===== src/verilog/pll_cfg_pkg.sv =====
// Register map, field layout, reset values and timing for the clock path block
package pll_cfg_pkg;

  // Register addresses
  localparam logic [9:0] PLL_CTRL_OFS     = 10'h010;
  localparam logic [9:0] ABL_CTRL_OFS     = 10'h017;
  localparam logic [9:0] OSC_CAL_OFS      = 10'h018;
  localparam logic [9:0] OSC_DIV_OFS      = 10'h1E0;
  localparam logic [9:0] SRC_SEL_OFS      = 10'h1E1;
  localparam logic [9:0] UPDATE_OFS       = 10'h232;
  localparam logic [9:0] PUMP_CUR_OFS     = 10'h240;
  localparam logic [9:0] STATUS_OFS       = 10'h241;

  // Field positions
  localparam int PWR_LSB      = 0;
  localparam int PWR_MSB      = 1;
  localparam int CP_MODE_LSB  = 4;
  localparam int CP_MODE_MSB  = 6;
  localparam int PFD_POL_BIT  = 7;
  localparam int ABL_LSB      = 0;
  localparam int ABL_MSB      = 1;
  localparam int CAL_BIT      = 0;
  localparam int DIV_LSB      = 0;
  localparam int DIV_MSB      = 2;
  localparam int BYPASS_BIT   = 0;
  localparam int OSC_SEL_BIT  = 1;
  localparam int UPDATE_BIT   = 0;
  localparam int ICP_LSB      = 0;
  localparam int ICP_MSB      = 2;

  // Field encodings
  localparam logic [1:0] PWR_NORMAL   = 2'h0;
  localparam logic [1:0] PWR_DOWN     = 2'h1;
  localparam logic [2:0] CP_HIZ       = 3'h0;
  localparam logic [2:0] CP_PUMP_UP   = 3'h1;
  localparam logic [2:0] CP_PUMP_DOWN = 3'h2;
  localparam logic [2:0] CP_NORMAL    = 3'h3;
  localparam logic [2:0] DIV_BY4      = 3'h2;

  // Reset values
  localparam logic [7:0] PLL_CTRL_RST = 8'h01;
  localparam logic [7:0] ABL_CTRL_RST = 8'h00;
  localparam logic [7:0] OSC_CAL_RST  = 8'h00;
  localparam logic [7:0] OSC_DIV_RST  = 8'h02;
  localparam logic [7:0] SRC_SEL_RST  = 8'h00;
  localparam logic [7:0] PUMP_CUR_RST = 8'h00;

  // Timing
  localparam int CLK_PERIOD_NS  = 25;
  localparam int CAL_TIME_NS    = 10000;
  localparam int CAL_CYCLES_INT = (CAL_TIME_NS + CLK_PERIOD_NS - 1) / CLK_PERIOD_NS;
  localparam logic [9:0] CAL_CYCLES = CAL_CYCLES_INT[9:0];

endpackage


===== src/verilog/pll_clock_path_config.sv =====
// Clock path and PLL configuration: staged registers, source/divider path, PFD and charge pump control
`timescale 1ns/10ps
`default_nettype none

module pll_clock_path_config
  import pll_cfg_pkg::*;
(
  // Clock and reset
  input  wire logic       clk_i,
  input  wire logic       rst_b_i,
  // Register port
  input  wire logic [9:0] addr_i,
  input  wire logic [7:0] wdata_i,
  input  wire logic       wr_i,
  input  wire logic       rd_i,
  output logic      [7:0] rdata_o,
  // Sampled clock sources and divider feedback
  input  wire logic       ext_clk_i,
  input  wire logic       osc_clk_i,
  input  wire logic       ref_div_i,
  input  wire logic       fb_div_i,
  // Clock path controls
  output logic            dist_clk_o,
  output logic            osc_select_o,
  output logic            divider_bypass_o,
  output logic            pll_powerdown_o,
  // Charge pump
  output logic            pump_up_o,
  output logic            pump_down_o,
  output logic            pump_hiz_o,
  output logic      [2:0] pump_current_setting_o,
  // Calibration
  output logic            cal_start_o,
  output logic            cal_busy_o
);

  // Divider code to ratio
  function automatic logic [2:0] div_ratio(input logic [2:0] code);
    unique case (code)
      3'h0:    div_ratio = 3'h2;
      3'h1:    div_ratio = 3'h3;
      3'h2:    div_ratio = 3'h4;
      3'h3:    div_ratio = 3'h5;
      3'h4:    div_ratio = 3'h6;
      default: div_ratio = 3'h2;
    endcase
  endfunction

  logic [7:0] pll_ctrl_ff, abl_ctrl_ff, osc_cal_ff, osc_div_ff, src_sel_ff, pump_cur_ff;
  logic [7:0] act_pll_ff, act_abl_ff, act_cal_ff, act_div_ff, act_src_ff, act_cur_ff;
  logic       upd_ff;
  logic [3:0] sync1_ff, sync2_ff, prev_ff;
  logic [2:0] div_cnt_ff;
  logic       up_ff, dn_ff;
  logic [1:0] abl_cnt_ff;
  logic [9:0] cal_cnt_ff;

  // Staging registers
  always_ff @(posedge clk_i or negedge rst_b_i)
  begin
    if (!rst_b_i)
    begin
      pll_ctrl_ff <= PLL_CTRL_RST;
      abl_ctrl_ff <= ABL_CTRL_RST;
      osc_cal_ff  <= OSC_CAL_RST;
      osc_div_ff  <= OSC_DIV_RST;
      src_sel_ff  <= SRC_SEL_RST;
      pump_cur_ff <= PUMP_CUR_RST;
    end
    else if (wr_i)
    begin
      unique case (addr_i)
        PLL_CTRL_OFS: pll_ctrl_ff <= wdata_i;
        ABL_CTRL_OFS: abl_ctrl_ff <= wdata_i;
        OSC_CAL_OFS:  osc_cal_ff  <= wdata_i;
        OSC_DIV_OFS:  osc_div_ff  <= wdata_i;
        SRC_SEL_OFS:  src_sel_ff  <= wdata_i;
        PUMP_CUR_OFS: pump_cur_ff <= wdata_i;
        default:      ;
      endcase
    end
  end

  // Update request; a new request wins over the self-clear
  always_ff @(posedge clk_i or negedge rst_b_i)
  begin
    if (!rst_b_i)
      upd_ff <= 1'b0;
    else if (wr_i && addr_i == UPDATE_OFS && wdata_i[UPDATE_BIT])
      upd_ff <= 1'b1;
    else
      upd_ff <= 1'b0;
  end

  // Active copies load together
  always_ff @(posedge clk_i or negedge rst_b_i)
  begin
    if (!rst_b_i)
    begin
      act_pll_ff <= PLL_CTRL_RST;
      act_abl_ff <= ABL_CTRL_RST;
      act_cal_ff <= OSC_CAL_RST;
      act_div_ff <= OSC_DIV_RST;
      act_src_ff <= SRC_SEL_RST;
      act_cur_ff <= PUMP_CUR_RST;
    end
    else if (upd_ff)
    begin
      act_pll_ff <= pll_ctrl_ff;
      act_abl_ff <= abl_ctrl_ff;
      act_cal_ff <= osc_cal_ff;
      act_div_ff <= osc_div_ff;
      act_src_ff <= src_sel_ff;
      act_cur_ff <= pump_cur_ff;
    end
  end

  // Read port
  always_ff @(posedge clk_i or negedge rst_b_i)
  begin
    if (!rst_b_i)
      rdata_o <= 8'h00;
    else if (rd_i)
    begin
      unique case (addr_i)
        PLL_CTRL_OFS: rdata_o <= pll_ctrl_ff;
        ABL_CTRL_OFS: rdata_o <= abl_ctrl_ff;
        OSC_CAL_OFS:  rdata_o <= osc_cal_ff;
        OSC_DIV_OFS:  rdata_o <= osc_div_ff;
        SRC_SEL_OFS:  rdata_o <= src_sel_ff;
        UPDATE_OFS:   rdata_o <= {7'h00, upd_ff};
        PUMP_CUR_OFS: rdata_o <= pump_cur_ff;
        STATUS_OFS:   rdata_o <= {4'h0, up_ff, dn_ff, cal_busy_o, pll_powerdown_o};
        default:      rdata_o <= 8'h00;
      endcase
    end
    else
      rdata_o <= 8'h00;
  end

  // Input synchronisers: {fb, ref, osc, ext}
  always_ff @(posedge clk_i or negedge rst_b_i)
  begin
    if (!rst_b_i)
    begin
      sync1_ff <= 4'h0;
      sync2_ff <= 4'h0;
      prev_ff  <= 4'h0;
    end
    else
    begin
      sync1_ff <= {fb_div_i, ref_div_i, osc_clk_i, ext_clk_i};
      sync2_ff <= sync1_ff;
      prev_ff  <= sync2_ff;
    end
  end

  logic       osc_sel, src_lvl, src_rise, ref_rise, fb_rise, pwr_on;
  logic [2:0] ratio;
  assign osc_sel  = act_src_ff[OSC_SEL_BIT];
  assign src_lvl  = osc_sel ? sync2_ff[1] : sync2_ff[0];
  assign src_rise = osc_sel ? (sync2_ff[1] & ~prev_ff[1]) : (sync2_ff[0] & ~prev_ff[0]);
  assign ref_rise = sync2_ff[2] & ~prev_ff[2];
  assign fb_rise  = sync2_ff[3] & ~prev_ff[3];
  assign ratio    = div_ratio(act_div_ff[DIV_MSB:DIV_LSB]);
  assign pwr_on   = act_pll_ff[PWR_MSB:PWR_LSB] == PWR_NORMAL;

  // Oscillator divider, counts source edges
  always_ff @(posedge clk_i or negedge rst_b_i)
  begin
    if (!rst_b_i)
      div_cnt_ff <= 3'h0;
    else if (src_rise)
      div_cnt_ff <= (div_cnt_ff >= ratio - 3'h1) ? 3'h0 : div_cnt_ff + 3'h1;
  end

  // Distribution clock and path outputs
  always_ff @(posedge clk_i or negedge rst_b_i)
  begin
    if (!rst_b_i)
    begin
      dist_clk_o       <= 1'b0;
      osc_select_o     <= 1'b0;
      divider_bypass_o <= 1'b0;
      pll_powerdown_o  <= 1'b1;
      pump_current_setting_o <= 3'h0;
    end
    else
    begin
      if (act_src_ff[BYPASS_BIT])
        dist_clk_o <= src_lvl;
      else
        dist_clk_o <= div_cnt_ff < (ratio >> 1);
      osc_select_o     <= osc_sel;
      divider_bypass_o <= act_src_ff[BYPASS_BIT];
      pll_powerdown_o  <= ~pwr_on;
      pump_current_setting_o <= act_cur_ff[ICP_MSB:ICP_LSB];
    end
  end

  // Phase detector with antibacklash overlap
  logic [1:0] abl_width;
  assign abl_width = act_abl_ff[ABL_MSB:ABL_LSB];

  always_ff @(posedge clk_i or negedge rst_b_i)
  begin
    if (!rst_b_i)
    begin
      up_ff      <= 1'b0;
      dn_ff      <= 1'b0;
      abl_cnt_ff <= 2'h0;
    end
    else if (!pwr_on || (up_ff && dn_ff && abl_cnt_ff == abl_width))
    begin
      up_ff      <= 1'b0;
      dn_ff      <= 1'b0;
      abl_cnt_ff <= 2'h0;
    end
    else if (up_ff && dn_ff)
      abl_cnt_ff <= abl_cnt_ff + 2'h1;
    else
    begin
      if (ref_rise)
        up_ff <= 1'b1;
      if (fb_rise)
        dn_ff <= 1'b1;
    end
  end

  // Charge pump drive; unused mode codes and power-down leave it high impedance
  logic       cp_up, cp_dn, swap, pump_on;
  logic [2:0] cp_mode;
  assign swap    = act_pll_ff[PFD_POL_BIT] & ~osc_sel;
  assign cp_up   = swap ? dn_ff : up_ff;
  assign cp_dn   = swap ? up_ff : dn_ff;
  assign cp_mode = act_pll_ff[CP_MODE_MSB:CP_MODE_LSB];
  assign pump_on = pwr_on && (cp_mode == CP_NORMAL || cp_mode == CP_PUMP_UP || cp_mode == CP_PUMP_DOWN);

  always_ff @(posedge clk_i or negedge rst_b_i)
  begin
    if (!rst_b_i)
    begin
      pump_up_o   <= 1'b0;
      pump_down_o <= 1'b0;
      pump_hiz_o  <= 1'b1;
    end
    else
    begin
      pump_up_o   <= pump_on && (cp_mode == CP_PUMP_UP || (cp_mode == CP_NORMAL && cp_up));
      pump_down_o <= pump_on && (cp_mode == CP_PUMP_DOWN || (cp_mode == CP_NORMAL && cp_dn));
      pump_hiz_o  <= !pump_on;
    end
  end

  // Calibration starts on a 0 to 1 change of the active bit
  logic cal_go;
  assign cal_go = upd_ff & osc_cal_ff[CAL_BIT] & ~act_cal_ff[CAL_BIT];

  always_ff @(posedge clk_i or negedge rst_b_i)
  begin
    if (!rst_b_i)
    begin
      cal_start_o <= 1'b0;
      cal_busy_o  <= 1'b0;
      cal_cnt_ff  <= 10'h000;
    end
    else
    begin
      cal_start_o <= cal_go;
      if (cal_go)
      begin
        cal_busy_o <= 1'b1;
        cal_cnt_ff <= CAL_CYCLES;
      end
      else if (cal_busy_o)
      begin
        cal_cnt_ff <= cal_cnt_ff - 10'h001;
        if (cal_cnt_ff == 10'h001)
          cal_busy_o <= 1'b0;
      end
    end
  end

  // Checks
  AST_UPDATE_SELF_CLEAR: assert property (@(posedge clk_i) disable iff (!rst_b_i)
    upd_ff && !(wr_i && addr_i == UPDATE_OFS) |=> !upd_ff)
    else $error("update bit did not clear");
  AST_UPDATE_COPIES: assert property (@(posedge clk_i) disable iff (!rst_b_i)
    upd_ff |=> act_src_ff == $past(src_sel_ff) && act_pll_ff == $past(pll_ctrl_ff))
    else $error("update did not copy staged values");
  AST_NO_UPDATE_HOLD: assert property (@(posedge clk_i) disable iff (!rst_b_i)
    !upd_ff |=> $stable(act_src_ff) && $stable(act_div_ff))
    else $error("active value changed without update");
  AST_CAL_START: assert property (@(posedge clk_i) disable iff (!rst_b_i)
    cal_go |=> cal_start_o && cal_busy_o)
    else $error("calibration did not start");
  AST_CAL_NO_RESTART: assert property (@(posedge clk_i) disable iff (!rst_b_i)
    upd_ff && act_cal_ff[CAL_BIT] |=> !cal_start_o)
    else $error("calibration restarted without clear");
  AST_POWERDOWN_PUMP: assert property (@(posedge clk_i) disable iff (!rst_b_i)
    act_pll_ff[PWR_MSB:PWR_LSB] == PWR_DOWN |=> pll_powerdown_o && pump_hiz_o && !pump_up_o)
    else $error("pump active in power-down");
  AST_BYPASS_PATH: assert property (@(posedge clk_i) disable iff (!rst_b_i)
    act_src_ff[BYPASS_BIT] |=> dist_clk_o == $past(src_lvl))
    else $error("bypass path wrong");
  AST_ABL_OVERLAP: assert property (@(posedge clk_i) disable iff (!rst_b_i)
    pwr_on && up_ff && dn_ff && abl_width == 2'h1 && abl_cnt_ff == 2'h0 |=> up_ff && dn_ff ##1 !up_ff && !dn_ff)
    else $error("antibacklash width wrong");
  AST_POLARITY_INTERNAL: assert property (@(posedge clk_i) disable iff (!rst_b_i)
    osc_sel |-> cp_up == up_ff)
    else $error("polarity applied with internal oscillator");
  AST_PUMP_UP_TEST: assert property (@(posedge clk_i) disable iff (!rst_b_i)
    pwr_on && act_pll_ff[CP_MODE_MSB:CP_MODE_LSB] == CP_PUMP_UP && !upd_ff |=> pump_up_o && !pump_down_o)
    else $error("constant pump up not driven");

endmodule // pll_clock_path_config

`default_nettype wire


===== config.mk =====
export PLATFORM = sky130hd
export DESIGN_NAME = pll_clock_path_config
export DESIGN_NICKNAME = d
export VERILOG_FILES = /design/src/verilog/pll_cfg_pkg.sv /design/src/verilog/pll_clock_path_config.sv
export SDC_FILE = /design/constraint.sdc
export NUM_CORES = 1
export LEC_CHECK = 0
export BUFFER_PORTS_ARGS = -buffer_cell sky130_fd_sc_hd__buf_2
export CORE_ASPECT_RATIO = 1.75
export CORE_MARGIN = 3
export CORE_UTILIZATION = 64
export DETAILED_ROUTE_END_ITERATION = 6
export PLACE_DENSITY = 0.91
export SYNTH_ARGS = -nofsm -noshare
export SYNTH_HDL_FRONTEND = slang
export SYNTH_SLANG_ARGS = --single-unit

===== constraint.sdc =====
create_clock -name clk_i -period 3.35 [get_ports clk_i]
set_input_delay 0.67 -clock clk_i [delete_from_list [all_inputs] [get_ports clk_i]]
set_output_delay 0.67 -clock clk_i [all_outputs]
set_load 0.1 [all_outputs]

**Word level (Yosys, flattened, before mapping)**

Index checks and enable logic that the tools add are counted.

- Muxes and demuxes: 23
- Reductions and logical operators: 29
- Bitwise logic cells: 14
- $add $sub $neg: 4
- Equal/unequal tests: 18
- Magnitude comparators: 2

Operators by type and width:

| operator | count |
|---|---|
| 8-bit case mux with 8 select lines | 1 |
| 10-bit equality test, second input constant | 3 |
| 10-bit by 5-bit equality test with 1-bit output, second input constant | 3 |
| 10-bit by 9-bit equality test with 1-bit output, second input constant | 2 |
| 10-bit two-way mux | 2 |
| 2-bit AND reduction | 8 |
| 1-bit two-way mux | 15 |
| 3-bit by 2-bit equality test with 1-bit output, second input constant | 4 |
| 3-bit case mux with 4 select lines | 1 |
| 10-bit by 1-bit equality test with 1-bit output, second input constant | 1 |
| 10-bit by 1-bit subtractor with 10-bit output, second input constant | 1 |
| 1-bit logical AND | 9 |
| 8-bit two-way mux | 1 |
| 2-bit nonzero test | 4 |
| 1-bit bitwise AND | 7 |
| 1-bit NOT | 7 |
| 3-bit by 1-bit equality test with 1-bit output, second input constant | 2 |
| 1-bit logical OR | 5 |
| 2-bit two-way mux | 2 |
| 3-bit by 1-bit adder with 3-bit output, second input constant | 1 |
| 3-bit equality test, second input constant | 1 |
| 3-bit greater-or-equal comparator | 1 |
| 3-bit by 2-bit < comparator with 1-bit output | 1 |
| 3-bit two-way mux | 1 |
| 6 further kinds | 7 |

- Output and inout port bits: 20
- Flip-flop bits (word level): 117

**Longest topological paths before layout**

Gate-level depths: netlist (run 1).

- Word-level depth: 6
- Depth in mapped cells: 6
- Mapped depth without buffers: 6

**Worst setup path after synthesis (run 1)**

No wires, ideal clock.

- Path kind: register to register
- From: reg cal_busy_o
- To: reg cal_cnt_ff[9]
- Required time: 3.228 ns
- Stages on the path, launching flop included: 6
- Setup slack: 1.232 ns
- Arrival: 1.997 ns
- Cell sequence: dfrtp_1 > buf_2 > nor4b_2 > nor4bb_1 > xnor2_1 > nor2_1

- Cells in the longest elaborated chain, start to end: 1

RTL lines:

| what | RTL line | text |
|---|---|---|
| start, declared | pll_clock_path_config.sv:34 | `output logic cal_busy_o` |
| start signal, assigned | pll_clock_path_config.sv:264 | `cal_busy_o <= 1'b0;` |
| start signal, assigned | pll_clock_path_config.sv:272 | `cal_busy_o <= 1'b1;` |
| start signal, assigned | pll_clock_path_config.sv:279 | `cal_busy_o <= 1'b0;` |
| 2-bit nonzero test (no line) | n/a |  |
| end signal, assigned | pll_clock_path_config.sv:277 | `cal_cnt_ff <= cal_cnt_ff - 10'h001;` |
| end, declared | pll_clock_path_config.sv:56 | `logic [9:0] cal_cnt_ff;` |

No other way between the ends.
A chain may end at the register's enable or synchronous reset.

**Worst setup path in the final report (run 1)**

- From: in addr_i[0]
- To: reg pump_cur_ff[7]

- Cells in the longest elaborated chain, start to end: 2

RTL lines:

| what | RTL line | text |
|---|---|---|
| start, declared | pll_clock_path_config.sv:12 | `input wire logic [9:0] addr_i,` |
| 10-bit equality test | pll_clock_path_config.sv:72 | `unique case (addr_i)` |
| 2-bit AND reduction (no line) | n/a |  |
| end signal, assigned | pll_clock_path_config.sv:78 | `PUMP_CUR_OFS: pump_cur_ff <= wdata_i;` |
| end, declared | pll_clock_path_config.sv:49 | `logic [7:0] pll_ctrl_ff, abl_ctrl_ff, osc_cal_ff, osc_div_ff, src_sel_ff, pump_cur_ff;` |

No other way between the ends.

==> results of run 1 <==
[sequential cells by signal, summed over array words and instances (netlist names), 3 cells and up]
signal                  flops
pump_cur_ff                 8
act_div_ff                  3
pump_current_setting_o      3
sync1_ff                    4
sync2_ff                    4
cal_cnt_ff                 10
pll_ctrl_ff                 8
src_sel_ff                  8
abl_ctrl_ff                 8
rdata_o                     8
osc_div_ff                  8
div_cnt_ff                  3
prev_ff                     4
osc_cal_ff                  8
act_pll_ff                  6
act_cur_ff                  3
[final cells by class]
cell class | instances | share of cell area [%]
flip-flops and latches | 115 | 48.3
well taps | 88 | 1.84
clock buffers | 18 | 7.36
inverters | 11 | 0.692
repair buffers | 49 | 4.32
clock inverters | 14 | 2.20
multi-input cells | 253 | 35.3
[per-layer routing]
metal	track usage, %	share of wire, %	routed length [microns]
met1	30.3	34	3990
met2	46.4	54	6410
met3	7.77	6.3	742
met4	17.2	5.5	647
met5	0	0	0
[worst min path at each step]
stage,cells past startpoint,end
floorplan,0,sync2_ff[0]$_DFF_PN0_
global placement,0,sync2_ff[2]$_DFF_PN0_
detailed placement,0,sync2_ff[2]$_DFF_PN0_
CTS,1,div_cnt_ff[2]$_DFFE_PN0P_
global route,1,div_cnt_ff[2]$_DFFE_PN0P_
finish,1,div_cnt_ff[2]$_DFFE_PN0P_
[power by group through the flow]
stage	clock, mW	sequential [mW]	combinational, mW
floorplan	0	1.57	0.192
global placement	0	1.55	0.315
detailed placement	0	1.55	0.338
CTS	1.72	1.54	0.354
global route	1.78	1.54	0.384
finish	1.69	1.54	0.351
[kinds of logic (layout without fill, tap and decap cells)]
logic type	count (synthesis)	after routing	share of synthesized area, %
simple gates	99	99	13.0
xor+xnor	11	11	1.88
compound gates	61	61	8.32
fa+ha+maj	8	8	1.96
flops	115	115	56.5
mux	74	74	16.1
buf+inv	23	92	2.35
[cell usage after synthesis, types with 5 or more instances]
library cell / n / area share (%)
a21oi_1: 16 / 1.6
a22o_1: 10 / 1.7
and3_1: 15 / 1.8
dfrtp_1: 109 / 53
dfstp_2: 6 / 3.1
ha_1: 8 / 2.0
inv_1: 10 / 0.73
mux2_2: 65 / 14
mux2i_1: 9 / 1.8
nand2_1: 16 / 1.2
nand3_1: 6 / 0.59
nor2_1: 17 / 1.2
nor4_1: 5 / 0.61
o21ai_0: 14 / 1.4
or3_1: 5 / 0.61
xnor2_1: 7 / 1.2
[worst max-delay path, cell delays in order]
cell and delay, ns:
buf_2 0.21, nor4_4 0.73, nand4_2 0.46, mux2_2 0.40
==> impl_metrics.csv, run 1 <==
group,metric,value,unit
power_and_ir_drop,p_int,2.62,mW
floorplanning,die_area,9140,sq um
finish,area_growth,16.8,%
synth,synth.distinct_cells,56,
placement,placed_area,5400,sq um
placement,dp_slack,0.743,ns
sta,min_period,2.20,ns
sta,whs,0.285,ns
sta,max_slew_margin,46.3,%
synth,synthCells,391,
worst_setup_path,reg2reg_from,"act_div_ff[1]$_DFFE_PN1P_",
finish,postLayoutCoreUtil,77.8,%
sta,max_freq,455,MHz
worst_setup_path,reg2reg_depth,6,
clock_network,clkTransAtPathRegs,0.05,ns
power_and_ir_drop,p_clk_share,47.3,%
worst_setup_path,crit_type,"primary input to register",
power_and_ir_drop,p_seq_share,42.9,%
worst_setup_path,crit_end,"pump_cur_ff[7]$_DFFE_PN0P_",
synth,synth_seq_area_share,56.5,%
worst_setup_path,end_kind,"register",
placement,dp_hpwl,7.95,mm
worst_setup_path,r2r_end,"div_cnt_ff[2]$_DFFE_PN0P_",
power_and_ir_drop,p_switching,958,uW
sta,worstMarginPinSlew,0.805,ns
finish,regArea,2890,sq um
worst_setup_path,crit_arrival,2.49,ns
finish,final_cell_mix,"dfrtp_1, mux2_2, buf_2",
run,maxCapViolCount,0,
drt,wl_per_cell,21.5,microns
power_and_ir_drop,powerDensity,599,nW/um^2
finish,fill_cells,457,
clock_network,numCtsBuffers,17,
worst_setup_path,r2r_slack,1.25,ns
power_and_ir_drop,irDropWorstVdd,396,uV
floorplanning,fp-row-count,42,
sta,hold_viol_final,0,
sta,rsz0062_at_grt,"false",
clock_network,cts_resized,0,
floorplanning,core,7670,sq um
clock_network,cts_tree,"done",
placement,numPortBuffers,45,
global_routing,first_global_vias,3654,
drt,wl,11.8,mm
floorplanning,initial_core_util,66.6,%
sta,setup_ws,1.15,ns
global_routing,grt-ovfl-total,0,
clock_network,cts_root_buf,"clkbuf_16",
sta,finalSetupViolCount,0,
finish,multiInputGateArea,2110,sq um
clock_network,h-tree-depth,4,
finish,final_cell_area,5970,sq um
synth,synthesis.nets,425,
synth,yosys_warnings,0,
floorplanning,die_height,124,microns
clock_network,clk_latency,0.42,ns
drt,via_per_inst,6.47,
synth,synthFlopType,"dfrtp_1",
drt,drt_pass1_iterations,6,
global_routing,grt_first_pass_wirelength,18.8,mm
floorplanning,io_pins,46,
worst_setup_path,critPathRequiredTime,3.65,ns
finish,final_common_cell,"dfrtp_1",
sta,fin_skew,0.00528,ns
synth,avgSynthCellArea,13.1,sq um
run_status,status,"finished clean",
clock_network,cts_num_sinks,115,
sta,final_max_slew_viol_count,0,
power_and_ir_drop,pwr-share-comb,9.8,%
finish,final_cells,548,
global_routing,grt_max_degree,54,
power_and_ir_drop,cellLeakagePower,2.96,nW
worst_setup_path,cp-start-kind,"primary input",
worst_setup_path,cp_max_fo,13,
worst_hold_path,worstHoldPathType,"primary input to asynchronous set/reset pin",
finish,fin_nets,481,
placement,place.detailed.instances,516,
drt,drc_errors,0,
sta,tns,0,ns
global_routing,antenna_found_initial,0,
floorplanning,chipWidth,73.6,microns
sta,fin_crit_sh,65.6,%
power_and_ir_drop,power,3.58,mW
drt,drt-initial-drc-count,232,
synth,synth_edf_count,0,
clock_network,cts_buffer_depth,2,
finish,drive_gt1_share,37.0,%
synth,syn-cell-area,5110,sq um
drt,drtAntennaViolNets,0,
worst_setup_path,critPathLaunch,"addr_i[0]",
synth,async_flop_share,100,%
clock_network,cts_hold_buf,0,
finish,antenna_cells,0,
clock_network,post_cts_buffers,0,
power_and_ir_drop,switching_share,26.8,%
synth,synth_seq_cells,115,
drt,vias,3543,
global_routing,grt_usage,27.9,%
placement,gp_congestion,0.971,
Note: power is estimated with default switching activity, not from simulation.
==> run 2: changes to the inputs <==
CORE_UTILIZATION = 59   (was 64)
PLACE_DENSITY = 0.85   (was 0.91)
clock period = 2.1 ns   (was 3.35 ns; I/O delays follow)
==> impl_metrics.csv, run 2 (synthesis results as in run 1) <==
group,metric,value,unit
clock_network,post_cts_buffers,0,
worst_setup_path,crit_type,"register to register",
sta,finalSetupViolCount,0,
sta,min_period,1.97,ns
drt,wl,11.3,mm
run,maxCapViolCount,0,
worst_setup_path,critPathRequiredTime,2.41,ns
power_and_ir_drop,powerDensity,940,nW/um^2
finish,final_common_cell,"dfrtp_1",
sta,tns,0,ns
floorplanning,fp-row-count,44,
clock_network,cts_num_sinks,115,
drt,drtAntennaViolNets,0,
drt,via_per_inst,5.97,
sta,rsz0062_at_grt,"false",
sta,fin_crit_sh,93.9,%
finish,largest_reg_flops,10,
sta,max_freq,507,MHz
power_and_ir_drop,irDropWorstVdd,694,uV
drt,drt-initial-drc-count,172,
finish,drive_gt1_share,38.7,%
run_status,status,"finished clean",
global_routing,grt_first_pass_wirelength,18.5,mm
sta,max_slew_margin,62.7,%
global_routing,grt_max_degree,69,
sta,hold_viol_final,0,
finish,fill_cells,568,
finish,fin_nets,496,
clock_network,clkTransAtPathRegs,0.05,ns
drt,wl_per_cell,19.2,microns
clock_network,cts_buffer_depth,2,
global_routing,grt-ovfl-total,0,
worst_setup_path,r2r_slack,0.13,ns
global_routing,antenna_found_initial,0,
finish,area_growth,20.7,%
floorplanning,chipWidth,76.4,microns
floorplanning,core,8370,sq um
floorplanning,die_area,9860,sq um
worst_hold_path,worstHoldPathType,"primary input to register",
clock_network,numCtsBuffers,17,
power_and_ir_drop,cellLeakagePower,3.06,nW
clock_network,cts_tree,"done",
sta,whs,0.115,ns
global_routing,first_global_vias,3770,
drt,drt-met1-wl,4.17,mm
finish,postLayoutCoreUtil,73.7,%
drt,top_layer_used,"met4",
placement,numPortBuffers,45,
drt,drt_pass1_iterations,5,
sta,final_max_slew_viol_count,0,
drt,drc_errors,0,
floorplanning,initial_core_util,61.1,%
clock_network,h-tree-depth,4,
worst_setup_path,cp_max_fo,3,
finish,antenna_cells,0,
placement,gp_congestion,0.974,
global_routing,grt_usage,24.8,%
clock_network,clk_latency,0.41,ns
sta,fin_skew,0.00426,ns
drt,vias,3525,
finish,top_register,"cal_cnt_ff",
floorplanning,io_pins,46,
drt,routed-wl-met3,570,microns
clock_network,cts_root_buf,"clkbuf_16",
sta,worstMarginPinSlew,0.557,ns
placement,dp_hpwl,8.01,mm
finish,final_cell_mix,"dfrtp_1, mux2_2, buf_2",
worst_setup_path,cp-start-kind,"register",
floorplanning,die_height,129,microns
drt,met2_length,6.05,mm
worst_setup_path,end_kind,"register",
worst_setup_path,crit_arrival,2.28,ns
[run 2: timing repair]
action | in CTS | in global routing
hold buffers | 1 | 0
setup endpoints to repair | 0 | 1
hold endpoints to repair | 20 | 0
resized for setup | 0 | 2
[run 2: path summary, 6_finish.rpt]
path	from	end	depth (start not counted)
max in group asynchronous	rst_b_i	osc_div_ff[1]$_DFFE_PN1P_	3
setup / recovery	act_div_ff[1]$_DFFE_PN1P_	div_cnt_ff[2]$_DFFE_PN0P_	6
setup reg to reg	act_div_ff[1]$_DFFE_PN1P_	div_cnt_ff[2]$_DFFE_PN0P_	6
min in group asynchronous	rst_b_i	div_cnt_ff[0]$_DFFE_PN0P_	2
hold reg to reg	sync1_ff[1]$_DFF_PN0_	sync2_ff[1]$_DFF_PN0_	0
hold / removal	ref_div_i	sync1_ff[2]$_DFF_PN0_	1
[run 2: power breakdown]
part           internal, mW  total (mW)  switching (mW)
Combinational         0.213       0.556           0.343
Clock                  1.86        2.80           0.945
Sequential             2.32        2.44           0.115
[run 2: critical path, cell delays in order, from the launching register on]
cell	delay [ns]
dfstp_2	0.53
nor2b_2	0.17
ha_1	0.25
ha_1	0.27
a21o_1	0.17
a2111o_1	0.41
o311ai_1	0.07
[run 2: stage by stage]
| step | total power, mW | area [sq um] | worst slack [ns] | std cells |
|---|---|---|---|---|
| floorplan | 2.81 | 5110 | 0.162 | 391 |
| global placement | 2.99 | 5570 | 0.0914 | 557 |
| detailed placement | 3.02 | 5570 | 0.0743 | 557 |
| CTS | 5.84 | 6170 | 0.0613 | 590 |
| global route | 6.01 | 6170 | 0.0450 | 590 |
| finish | 5.80 | 6170 | 0.127 | 590 |
[run 2: routing by layer]
metal,GRT usage [%],vias to the layer above
met3,6.95,43
li1,-,1572
met5,0,-
met4,15.7,0
met2,42.9,142
met1,26.8,1768
[run 2: layout make-up]
type / instances / area (sq um) / share of cell area (%)
Clock buffer: 23 / 488 / 7.91
Tap cell: 115 / 144 / 2.33
Inverter: 11 / 41.3 / 0.669
Timing Repair Buffer: 64 / 398 / 6.45
Multi-Input combinational cell: 253 / 2110 / 34.2
Sequential cell: 115 / 2890 / 46.8
Clock inverter: 9 / 103 / 1.66
==> run 3: changes to the inputs <==
clock period = 2.04 ns   (was 2.1 ns; I/O delays follow)
==> impl_metrics.csv, run 3 (synthesis results as in run 1) <==
group,metric,value,unit
global_routing,grt_max_degree,36,
finish,largest_reg_flops,10,
placement,place.detailed.instances,565,
worst_setup_path,cp-start-kind,"register",
sta,max_freq,509,MHz
sta,fin_crit_sh,96.3,%
floorplanning,initial_core_util,61.1,%
sta,hold_viol_final,0,
sta,fin_skew,0.00642,ns
drt,wl_per_cell,20.0,microns
global_routing,gr-usage-met2,46.7,%
sta,max_slew_margin,62.2,%
global_routing,grt_first_pass_wirelength,19.8,mm
power_and_ir_drop,power,6.10,mW
clock_network,clkTransAtPathRegs,0.06,ns
worst_setup_path,cp_max_fo,3,
finish,final_cells,598,
placement,dp_slack,-0.0294,ns
sta,rsz0062_at_grt,"false",
drt,wl,12.0,mm
drt,drt_pass1_iterations,4,
clock_network,cts_num_sinks,115,
finish,fin_nets,504,
finish,final_common_cell,"dfrtp_1",
clock_network,cts_tree,"done",
drt,drtAntennaViolNets,0,
sta,min_period,1.96,ns
drt,drt-initial-drc-count,199,
drt,via_per_inst,5.94,
clock_network,cts_buffer_depth,2,
global_routing,first_global_vias,3843,
worst_setup_path,critPathLaunch,"act_div_ff[1]$_DFFE_PN1P_",
global_routing,antenna_found_initial,0,
finish,final_cell_mix,"dfrtp_1, mux2_2, buf_2",
worst_setup_path,crit_arrival,2.27,ns
power_and_ir_drop,powerDensity,976,nW/um^2
floorplanning,die_area,9860,sq um
worst_hold_path,hp-start,"ref_div_i",
finish,drive_gt1_share,40.2,%
floorplanning,core,8370,sq um
global_routing,grt-ovfl-total,0,
placement,gp_congestion,0.976,
sta,final_max_slew_viol_count,0,
placement,dp_hpwl,8.45,mm
global_routing,use_met1,28.3,%
floorplanning,io_pins,46,
finish,antenna_cells,0,
floorplanning,chipWidth,76.4,microns
sta,tns,0,ns
run_status,status,"finished clean",
drt,vias,3553,
floorplanning,die_height,129,microns
finish,postLayoutCoreUtil,74.7,%
clock_network,clk_latency,0.42,ns
worst_setup_path,crit_type,"register to register",
clock_network,cts_root_buf,"clkbuf_16",
finish,area_growth,22.3,%
power_and_ir_drop,irDropWorstVdd,745,uV
global_routing,grt_usage,26.8,%
floorplanning,fp-row-count,44,
clock_network,numCtsBuffers,17,
sta,worstMarginPinSlew,0.565,ns
worst_setup_path,end_kind,"register",
worst_hold_path,worstHoldPathType,"primary input to register",
sta,setup_ws,0.0756,ns
worst_setup_path,reg2reg_from,"act_div_ff[1]$_DFFE_PN1P_",
drt,drc_errors,0,
sta,finalSetupViolCount,0,
placement,numPortBuffers,45,
global_routing,top_usage_layer,"met2",
clock_network,h-tree-depth,4,
worst_setup_path,critPathRequiredTime,2.35,ns
finish,top_register,"cal_cnt_ff",
run,maxCapViolCount,0,
global_routing,met3_usage,7.09,%
power_and_ir_drop,cellLeakagePower,3.09,nW
==> run 3: changes by cell type in the layout (fill, tap and decap cells not counted), sizes merged <==
cell and change:
bufinv +1, clkinvlp +3, buf +8, clkinv +1, clkbuf -6, inv +1
==> run 3: what timing repair did <==
item | CTS | global route
gates resized for setup | 2 | 1
endpoints found under the hold margin | 23 | 0
pin swaps | 0 | 0
hold buffers | 1 | 0
endpoints found under the setup margin | 1 | 1
buffers inserted | 0 | 0
==> run 3: worst max-delay path, stage by stage (launching register included) <==
cell and delay (ns):
dfstp_2 0.54, nor2b_4 0.16, ha_1 0.24, ha_1 0.28, a21o_1 0.17, a2111o_1 0.40, o311ai_1 0.08
==> run 3: path summary, 6_finish.rpt <==
path / end / slack, ns / cells past startpoint
worst max-delay path: div_cnt_ff[2]$_DFFE_PN0P_ / 0.08 / 6
worst min-delay path: sync1_ff[2]$_DFF_PN0_ / 0.1 / 1
worst max register to register: div_cnt_ff[2]$_DFFE_PN0P_ / 0.08 / 6
worst min register to register: sync2_ff[2]$_DFF_PN0_ / 0.35 / 0
max in group asynchronous: pll_powerdown_o$_DFF_PN1_ / 0.99 / 3
min in group asynchronous: div_cnt_ff[2]$_DFFE_PN0P_ / 0.46 / 2
==> run 3: per-layer routing <==
layer  share of wire (%)  vias up
li1                    -     1600
met1                  37     1798
met2                  53      115
met3                 4.7       40
met4                 5.4        0
met5                   0        -
==> run 3: where the power goes <==
group / total, mW / internal, mW / switching, mW
clock network: 3.00 / 1.92 / 1.08
registers: 2.51 / 2.39 / 0.126
logic: 0.592 / 0.223 / 0.369
==> run 3: per-stage QoR <==
step                cell area (sq um)  hold slack (ns)
CTS                              6250           0.0886
detailed placement               5630            0.336
finish                           6250           0.0995
global route                     6250           0.0836
floorplan                        5110            0.112
global placement                 5630            0.333
==> run 3: cell type report <==
| class | instances | area (sq um) |
|---|---|---|
| Clock buffer | 17 | 425 |
| Clock inverter | 15 | 184 |
| Fill cell | 554 | 2120 |
| Inverter | 11 | 41.3 |
| Multi-Input combinational cell | 253 | 2110 |
| Sequential cell | 115 | 2890 |
| Tap cell | 115 | 144 |
| Timing Repair Buffer | 72 | 458 |
